===== src/rsr_defines.svh =====
`ifndef RSR_DEFINES_SVH
`define RSR_DEFINES_SVH

// Instruction cycles taken by a subroutine return.
`define RSR_RET_CYCLES 2
// Reset values of the working register, status flags and program counter.
`define RSR_W_RESET 8'h00
`define RSR_PC_RESET 13'h0000
`define RSR_FLAG_RESET 1'b0
// Destination selector values.
`define RSR_DEST_W 1'b0
`define RSR_DEST_F 1'b1
// Nibble boundary used for the digit carry.
`define RSR_NIB_MSB 3
`define RSR_BYTE_MSB 7

`endif


===== src/rsr_pkg.sv =====
package rsr_pkg;
  typedef enum logic [2:0] {
    RSR_OP_NONE,
    RSR_OP_RETURN,
    RSR_OP_ROTATE_LEFT,
    RSR_OP_ROTATE_RIGHT,
    RSR_OP_SUB_REG,
    RSR_OP_SUB_LIT
  } rsr_op_t;
endpackage


===== src/rsr_alu.sv =====
`timescale 1ns/10ps
`include "rsr_defines.svh"

module rsr_alu (
  // Operands.
  input wire rsr_pkg::rsr_op_t op,
  input wire logic [7:0] opa,
  input wire logic [7:0] w,
  input wire logic carry_in,
  // Results.
  output logic [7:0] result,
  output logic carry_out,
  output logic nibble_carry_out,
  output logic zero_out
);
  import rsr_pkg::*;

  logic [8:0] diff;
  logic [4:0] ndiff;

  always_comb begin
    diff = {1'b0, opa} - {1'b0, w};
    ndiff = {1'b0, opa[`RSR_NIB_MSB:0]} - {1'b0, w[`RSR_NIB_MSB:0]};
    result = opa;
    carry_out = carry_in;
    case (op)
      RSR_OP_ROTATE_LEFT: begin
        result = {opa[`RSR_BYTE_MSB-1:0], carry_in};
        carry_out = opa[`RSR_BYTE_MSB];
      end
      RSR_OP_ROTATE_RIGHT: begin
        result = {carry_in, opa[`RSR_BYTE_MSB:1]};
        carry_out = opa[0];
      end
      RSR_OP_SUB_REG, RSR_OP_SUB_LIT: begin
        result = diff[7:0];
        carry_out = ~diff[8];
      end
      default: begin
        result = opa;
        carry_out = carry_in;
      end
    endcase
    nibble_carry_out = ~ndiff[4];
    zero_out = (result == 8'h00);
  end
endmodule // rsr_alu


===== src/rsr_exec.sv =====
// Contract
// - Return pops stack top into the counter; two cycles, flags kept.
// - Rotate left: carry into bit 0, old bit 7 to carry, one cycle.
// - Rotate right: carry into bit 7, old bit 0 to carry, only carry.
// - Destination 0 writes the working register, 1 the file register; literal subtract always writes the working register.
// - Subtract: file (or literal) minus working; sets carry, nibble carry and zero.
`timescale 1ns/10ps
`include "rsr_defines.svh"

module rsr_exec #(
  parameter int PC_W = 13
) (
  // Clock and reset.
  input wire logic clk,
  input wire logic rst_n,
  // Instruction issue.
  input wire logic issue,
  input wire rsr_pkg::rsr_op_t op,
  input wire logic dest,
  input wire logic [7:0] file_rdata,
  input wire logic [7:0] literal,
  input wire logic [PC_W-1:0] stack_top_entry,
  // Handshake.
  output logic busy,
  output logic stack_pop,
  // File register write.
  output logic file_we,
  output logic [7:0] file_wdata,
  // Architectural state.
  output logic [7:0] w_reg,
  output logic [PC_W-1:0] pc,
  output logic carry_flag,
  output logic nibble_carry_flag,
  output logic zero_flag
);
  import rsr_pkg::*;

  // Refuse program counter widths that this core does not support.
  if (PC_W < 1 || PC_W > 16) begin : g_pc_w_check
    $error("PC_W out of range");
  end

  ////////////////////////////////////////////////////////////////////////
  // Reset release.
  // Reset asserts at once but is released only on a clock edge, so no
  // register leaves reset in the middle of a cycle.
  logic rst_s1_q, rst_s1_d, rst_s2_q, rst_s2_d;
  always_comb begin
    rst_s1_d = 1'b1;
    rst_s2_d = rst_s1_q;
  end
  always_ff @(posedge clk or negedge rst_n) begin
    if (!rst_n) begin
      rst_s1_q <= 1'b0;
      rst_s2_q <= 1'b0;
    end else begin
      rst_s1_q <= rst_s1_d;
      rst_s2_q <= rst_s2_d;
    end
  end
  logic rst_ok;
  assign rst_ok = rst_s2_q;

  ////////////////////////////////////////////////////////////////////////
  // Datapath.
  logic [7:0] alu_a, alu_res;
  logic alu_c, alu_dc, alu_z;
  assign alu_a = (op == RSR_OP_SUB_LIT) ? literal : file_rdata;

  rsr_alu u_alu (
    .op(op),
    .opa(alu_a),
    .w(w_reg),
    .carry_in(carry_flag),
    .result(alu_res),
    .carry_out(alu_c),
    .nibble_carry_out(alu_dc),
    .zero_out(alu_z)
  );

  ////////////////////////////////////////////////////////////////////////
  // Execution state.
  typedef enum logic {RSR_ST_IDLE, RSR_ST_RET2} rsr_state_t;
  rsr_state_t state_q, state_d;
  logic [7:0] w_q, w_d, fw_q, fw_d;
  logic [PC_W-1:0] pc_q, pc_d;
  logic c_q, c_d, dc_q, dc_d, z_q, z_d, fwe_q, fwe_d;
  logic take, is_rot, is_sub, to_file;

  always_comb begin
    // A request during the second cycle of a return is dropped silently.
    take = issue && (state_q == RSR_ST_IDLE);
    is_rot = (op == RSR_OP_ROTATE_LEFT) || (op == RSR_OP_ROTATE_RIGHT);
    is_sub = (op == RSR_OP_SUB_REG) || (op == RSR_OP_SUB_LIT);
    to_file = (dest == `RSR_DEST_F) && (op != RSR_OP_SUB_LIT);
    state_d = state_q;
    w_d = w_q;
    fw_d = fw_q;
    // The file write strobe lasts one cycle unless a new write follows.
    fwe_d = 1'b0;
    pc_d = pc_q;
    c_d = c_q;
    dc_d = dc_q;
    z_d = z_q;
    case (state_q)
      RSR_ST_IDLE: begin
        if (take && op == RSR_OP_RETURN) begin
          pc_d = stack_top_entry;
          state_d = RSR_ST_RET2;
        end else if (take && (is_rot || is_sub)) begin
          c_d = alu_c;
          if (is_sub) begin
            dc_d = alu_dc;
            z_d = alu_z;
          end
          if (to_file) begin
            fwe_d = 1'b1;
            fw_d = alu_res;
          end else begin
            w_d = alu_res;
          end
        end
      end
      RSR_ST_RET2: begin
        state_d = RSR_ST_IDLE;
      end
      default: begin
        state_d = RSR_ST_IDLE;
      end
    endcase
  end

  always_ff @(posedge clk or negedge rst_s2_q) begin
    if (!rst_s2_q) begin
      state_q <= RSR_ST_IDLE;
      w_q <= `RSR_W_RESET;
      fw_q <= `RSR_W_RESET;
      fwe_q <= 1'b0;
      pc_q <= PC_W'(`RSR_PC_RESET);
      c_q <= `RSR_FLAG_RESET;
      dc_q <= `RSR_FLAG_RESET;
      z_q <= `RSR_FLAG_RESET;
    end else begin
      state_q <= state_d;
      w_q <= w_d;
      fw_q <= fw_d;
      fwe_q <= fwe_d;
      pc_q <= pc_d;
      c_q <= c_d;
      dc_q <= dc_d;
      z_q <= z_d;
    end
  end

  assign busy = (state_q == RSR_ST_RET2);
  assign stack_pop = take && (op == RSR_OP_RETURN);
  assign file_we = fwe_q;
  assign file_wdata = fw_q;
  assign w_reg = w_q;
  assign pc = pc_q;
  assign carry_flag = c_q;
  assign nibble_carry_flag = dc_q;
  assign zero_flag = z_q;

  ////////////////////////////////////////////////////////////////////////
  // Checks.
  chk_ret_two_cycles: assert property (
    @(posedge clk) disable iff (!rst_ok)
    stack_pop |=> busy ##1 !busy)
    else $error("return not two cycles");
  chk_ret_loads_pc: assert property (
    @(posedge clk) disable iff (!rst_ok)
    stack_pop |=> pc == $past(stack_top_entry))
    else $error("pc not loaded");
  chk_ret_flags_kept: assert property (
    @(posedge clk) disable iff (!rst_ok)
    stack_pop |=> $stable(carry_flag) && $stable(zero_flag)
      && $stable(nibble_carry_flag))
    else $error("return altered flags");
  chk_busy_refused: assert property (
    @(posedge clk) disable iff (!rst_ok)
    busy |=> $stable(w_reg) && $stable(pc) && !file_we)
    else $error("request taken while busy");
  chk_rol_result: assert property (
    @(posedge clk) disable iff (!rst_ok)
    take && op == RSR_OP_ROTATE_LEFT && dest == `RSR_DEST_W |=>
      w_reg == {$past(file_rdata[6:0]), $past(carry_flag)}
      && carry_flag == $past(file_rdata[7]))
    else $error("rotate left bad");
  chk_ror_result: assert property (
    @(posedge clk) disable iff (!rst_ok)
    take && op == RSR_OP_ROTATE_RIGHT && dest == `RSR_DEST_W |=>
      w_reg == {$past(carry_flag), $past(file_rdata[7:1])}
      && carry_flag == $past(file_rdata[0])
      && $stable(zero_flag))
    else $error("rotate right bad");
  chk_dest_file: assert property (
    @(posedge clk) disable iff (!rst_ok)
    take && is_rot && dest == `RSR_DEST_F |=> file_we && $stable(w_reg))
    else $error("file destination bad");
  chk_rol_file_data: assert property (
    @(posedge clk) disable iff (!rst_ok)
    take && op == RSR_OP_ROTATE_LEFT && dest == `RSR_DEST_F |=>
      file_wdata == {$past(file_rdata[6:0]), $past(carry_flag)})
    else $error("rotate left file data bad");
  chk_sub_value: assert property (
    @(posedge clk) disable iff (!rst_ok)
    take && op == RSR_OP_SUB_REG && dest == `RSR_DEST_W |=>
      w_reg == 8'($past(file_rdata) - $past(w_reg)))
    else $error("subtract value bad");
  chk_sub_flags: assert property (
    @(posedge clk) disable iff (!rst_ok)
    take && op == RSR_OP_SUB_REG |=>
      carry_flag == ($past(w_reg) <= $past(file_rdata))
      && zero_flag == ($past(w_reg) == $past(file_rdata))
      && nibble_carry_flag == ($past(w_reg[3:0]) <= $past(file_rdata[3:0])))
    else $error("subtract flags bad");
  chk_sub_lit_value: assert property (
    @(posedge clk) disable iff (!rst_ok)
    take && op == RSR_OP_SUB_LIT |=>
      w_reg == 8'($past(literal) - $past(w_reg))
      && carry_flag == ($past(w_reg) <= $past(literal))
      && !file_we)
    else $error("literal subtract bad");
endmodule // rsr_exec


===== config.mk =====
export PLATFORM = sky130hd
export DESIGN_NAME = rsr_exec
export DESIGN_NICKNAME = d
export VERILOG_FILES = /design/src/rsr_pkg.sv /design/src/rsr_alu.sv /design/src/rsr_exec.sv
export VERILOG_INCLUDE_DIRS = /design/src
export SDC_FILE = /design/constraint.sdc
export NUM_CORES = 1
export LEC_CHECK = 0
export BUFFER_PORTS_ARGS = -buffer_cell sky130_fd_sc_hd__buf_2
export CAP_MARGIN = 5
export CORE_MARGIN = 3
export CORE_UTILIZATION = 50
export DETAILED_ROUTE_END_ITERATION = 10
export HOLD_SLACK_MARGIN = 0.12
export MAX_ROUTING_LAYER = met4
export PLACE_DENSITY_LB_ADDON = 0.1
export SETUP_SLACK_MARGIN = 0.3
export SYNTH_ARGS = -nofsm -noshare
export SYNTH_HDL_FRONTEND = slang
export SYNTH_SLANG_ARGS = --single-unit

===== constraint.sdc =====
create_clock -name clk -period 4.8 [get_ports clk]
set_clock_uncertainty 0.15 [all_clocks]
set_input_delay 0.96 -clock clk [delete_from_list [all_inputs] [get_ports clk]]
set_output_delay 0.96 -clock clk [all_outputs]
set_load 0.1 [all_outputs]

* After elaboration in Yosys (flattened, before gate mapping)
Index checks and enable logic that the tools add are counted.
** Cells by class
- Reduce and logical (&&, ||, !) cells :: 15
- Eq/ne operators :: 6
- Bitwise gates (word level) :: 5
- Muxes and demuxes :: 9
- $add $sub $neg :: 2
** Operators with widths (number)
- $pmux W8 S3 :: 1
- $reduce_and A4 Y1 :: 4
- $sub A8 B8 Y9 :: 1
- $logic_not A8 Y1 :: 1
- $mux W8 :: 1
- $eq A3 B2 Y1 const B :: 2
- $eq A3 B3 Y1 const B :: 2
- $mux W1 :: 5
- $not A1 Y1 :: 5
- $sub A4 B4 Y5 :: 1
- $logic_and A1 B1 Y1 :: 4
- $eq A3 B1 Y1 const B :: 1
- $logic_or A1 B1 Y1 :: 3
- $ne A3 B3 Y1 const B :: 1
- $pmux W1 S3 :: 1
- $reduce_bool A3 Y1 :: 1
- $pmux W1 S2 :: 1
- $reduce_and A2 Y1 :: 1
- $reduce_or A2 Y1 :: 1
** Word-level totals
- Register bits :: 36
- Output and inout bits :: 35

* Depth between registers and ports, before layout
- Depth after elaboration :: 7
- Gate-level depth with buffers :: 13
- Mapped depth without buffers :: 11

* Hierarchy
A second synthesis with hierarchy kept.
** Unflattened totals
- Cells, all modules :: 208
- Area total of the unflattened synthesis :: 2313.5 um^2
** By module, submodules not included
- rsr_exec :: area an instance 1468.9 um^2, times used 1, cells each 92
- rsr_alu :: area an instance 844.6 um^2, times used 1, cells each 116

* Worst setup path before layout
Ideal clock, no wire load.
- Kind :: in2reg
- Start :: in op[1]
- End :: reg w_q[6] (netlist: w_reg[6])
- Data arrival time :: 3.672 ns
- Stages on the path :: 13
- Path slack :: 0.851 ns
- Required time :: 4.524 ns
- Library setup time :: 0.126 ns
- Cell sequence :: buf_2 -> nor2b_1 -> clkbuf_1 -> nand2_1 -> mux2i_1 -> ha_1 -> fa_1 -> nand2b_1 -> a21oi_1 -> a31oi_1 -> xnor2_1 -> a221o_1 -> mux2_4
** On the way
- Longest elaborated chain between the ends :: 5
- Elaborated cells on any way between the ends :: 19
- Classes of those cells :: add/sub: 1; eq/ne: 6; mux: 2; bitwise: 2; reduce/logical: 8
** Ends and longest elaborated chain
- start, declared :: RTL line rsr_exec.sv:18 : input wire rsr_pkg::rsr_op_t op,
- parallel branches: the longest is 5 deep, another holds $sub A8 B8 Y9
- end signal, assigned :: RTL line rsr_exec.sv:136 : w_q <= `RSR_W_RESET;
- end signal, assigned :: RTL line rsr_exec.sv:145 : w_q <= w_d;
- end, declared :: RTL line rsr_exec.sv:85 : logic [7:0] w_q, w_d, fw_q, fw_d;
Parallel ways; which one is timed is not known.
A chain may end at the register's enable or synchronous reset.

* Worst setup path in the final report
- Start :: in op[2]
- End :: reg w_q[6] (netlist: w_reg[6])
Same word-level chain as after synthesis.

==> run_results.csv <==
group,metric,value,unit
routing,wirelength,5.074,mm
grt,grt_pass1_vias,1754,
clocking,numCtsBuffers,5,
layout,nets,328,
routing,first_pass_iters,4,
yosys,synth_top_area_cell,"dfrtp_1",
clocking,path_clk_slew,70,ps
power_and_ir_drop,cellLeakagePower,1.338,nW
yosys,synth_area_leaders,"dfrtp_1, mux2_2, ha_1",
clocking,htreeDepth,2,
floorplan,die_w,71.34,um
clocking,hold_buffers,0,
floorplan,core-area,4058,um^2
floorplan,initial_core_util,52.61,%
grt,antenna_found_initial,0,
setup_path,path_class,"in -> reg",
routing,drtAntennaViolNets,0,
routing,drt_iter0_drc,177,
timing,setup_tns,0,ps
run,cap_violations,0,
setup_path,cpPeakStageDelay,400,ps
routing,routedWlPerCell,15.24,um
floorplan,row_count,23,
layout,area.growth.synth_to_final,22.80,%
layout,antenna_cells,0,
clocking,clock_sinks,36,
grt,overflow,0,
yosys,synth_area,2135,um^2
yosys,async_flop_share,100.0,%
timing,setup_violations,0,
yosys,synthCells,212,
setup_path,cp.arrival,3730,ps
placed_design,dp_hpwl,3.897,mm
yosys,synth_ff_type,"dfrtp_1",
run_status,status,"complete, no violations",
power_and_ir_drop,ir_worst_vdd,0.0004846,V
setup_path,crit_path_cell_trace,"buf_2 -> nor2b_1 -> nand2_1 -> mux2i_1 -> ha_1 -> fa_1 -> nand2b_1 -> a21oi_1 -> a31oi_1 -> xnor2_1 -> a221o_1 -> mux2_4",
power_and_ir_drop,p_per_area,606.9,nW/um^2
placed_design,portBuffers,70,
timing,slew_headroom,64.71,%
layout,layout_commonest_cell,"buf_2",
timing,slew_violations,0,
min_path,hp-class,"reg -> async",
placed_design,globalplace.congestion,0.8938,
yosys,yosysWarnings,0,
setup_path,worstSetupStartpointType,"primary input",
layout,largest_reg_flops,13,
yosys,synth_cell_type_count,41,
grt,grt_pass1_wl,8.342,mm
timing,min_period,3711,ps
grt,grt_max_degree,35,
floorplan,ioPinCount,71,
yosys,ys_seq_area_share,42.20,%
yosys,syn_area_per_cell,10.07,um^2
setup_path,crit_required,4820,ps
timing,hold_violations,0,
yosys,ys_ff_latch,36,
timing,fin_crit_sh,77.32,%
layout,fin_util,64.60,%
clocking,cts_tree,"done",
setup_path,path_delay_family,"compound AO/OA/AOI/OAI gates",
timing,rsz0062_at_grt,"no",
floorplan,die-area,5089,um^2
yosys,synthDominantCellAreaShare,42.20,%
timing,max_freq,0.2695,GHz
timing,tightest_slew,529.3,ps
clocking,cts_setup_buffers,0,
clocking,clock_path_buffers,2,
setup_path,slowest_stage,"a221o_1",
layout,final_cell_mix,"buf_2, dfrtp_1, mux2_2",
clocking,root_buffer,"clkbuf_8",
grt,track_usage,21.36,%
setup_path,crit_path_end_kind,"register",
routing,viasPerCell,5.468,
clocking,clock_latency,280,ps
yosys,syn_nets,258,
layout,drive_above_1_share,40.99,%
setup_path,cp_num_buf_inv,1,
setup_path,path_max_fanout,16,
layout,num-fill-cells,350,
clocking,ctsResizeCount,0,
floorplan,die_h,71.34,um
yosys,synth-edff-count,0,
routing,drt_drc_violations_left,0,
routing,vias,1821,
metrics by stage:
step	cell area (um^2)	setup slack [ps]	power, mW	cells	hold slack (ps)
floorplan	2135	851.3	1.217	212	181.2
global placement	2529	855.5	1.371	325	130.5
global route	2621	867.5	1.674	333	165.7
finish	2621	1089	1.591	333	115.4
detailed placement	2529	803.5	1.378	325	138.9
CTS	2621	1107	1.603	333	136.9
power by group:
part | internal, mW | switching [mW]
logic | 0.204 | 0.746
registers | 0.377 | 0.0475
clock network | 0.114 | 0.102
total | 0.696 | 0.895
layout make-up:
class                           instances  area [um^2]  share of cell area (%)
Clock inverter                          2        10.01                  0.3819
Timing Repair Buffer                   74        380.4                   14.51
Tap cell                               50        62.56                   2.387
Sequential cell                        36        900.9                   34.37
Clock buffer                            6        82.58                   3.150
Inverter                               12        45.04                   1.718
Multi-Input combinational cell        153         1140                   43.48
worst paths after layout:
path	to	startpoint	cells after the start	slack, ps
max	w_reg[6]$_DFFE_PN0P_	op[2]	12	1090
min	file_wdata[2]$_DFFE_PN0P_	rst_ok$_DFF_PN0_	1	120
max reg2reg	w_reg[6]$_DFFE_PN0P_	w_reg[0]$_DFFE_PN0P_	8	2030
min reg2reg	file_wdata[2]$_DFFE_PN0P_	rst_ok$_DFF_PN0_	1	120
max in group asynchronous	pc[9]$_DFFE_PN0P_	rst_ok$_DFF_PN0_	1	4080
min in group clk	rst_ok$_DFF_PN0_	rst_s1_q$_DFF_PN0_	0	200
layer usage:
metal  part of all wire (%)  GRT usage, %  up-vias
met1                     44         29.52      857
met3                    7.4         3.366        6
met2                     48         33.57       75
met5                      0             -        -
li1                       -             -      883
met4                   0.79         4.384        0
cells in the mapped netlist, types with 2 or more instances:
library cell	count
dfrtp_1	36
mux2_2	25
a21oi_1	18
nand2_1	16
nor2_1	16
o21ai_0	16
inv_1	11
ha_1	9
mux2i_1	8
buf_2	6
clkbuf_1	5
xor2_1	4
a211oi_1	3
nor2b_1	3
o22ai_1	3
a31oi_1	2
and2_1	2
and3_1	2
mux2_4	2
nand2b_1	2
o221ai_1	2
xnor2_1	2
cells by family after synthesis:
| kind of cell | after synthesis | share of synthesized area, % |
|---|---|---|
| XOR/XNOR | 6 | 2.462 |
| flip-flops | 36 | 42.20 |
| adder cells (fa/ha/maj) | 10 | 6.213 |
| AND/OR/NAND/NOR | 48 | 10.84 |
| other | 1 | 0.1757 |
| buffers and inverters | 23 | 4.396 |
| AO/OA/AOI/OAI | 53 | 15.36 |
| multiplexers | 35 | 18.35 |
No activity file was read; power rests on OpenSTA's default activity.
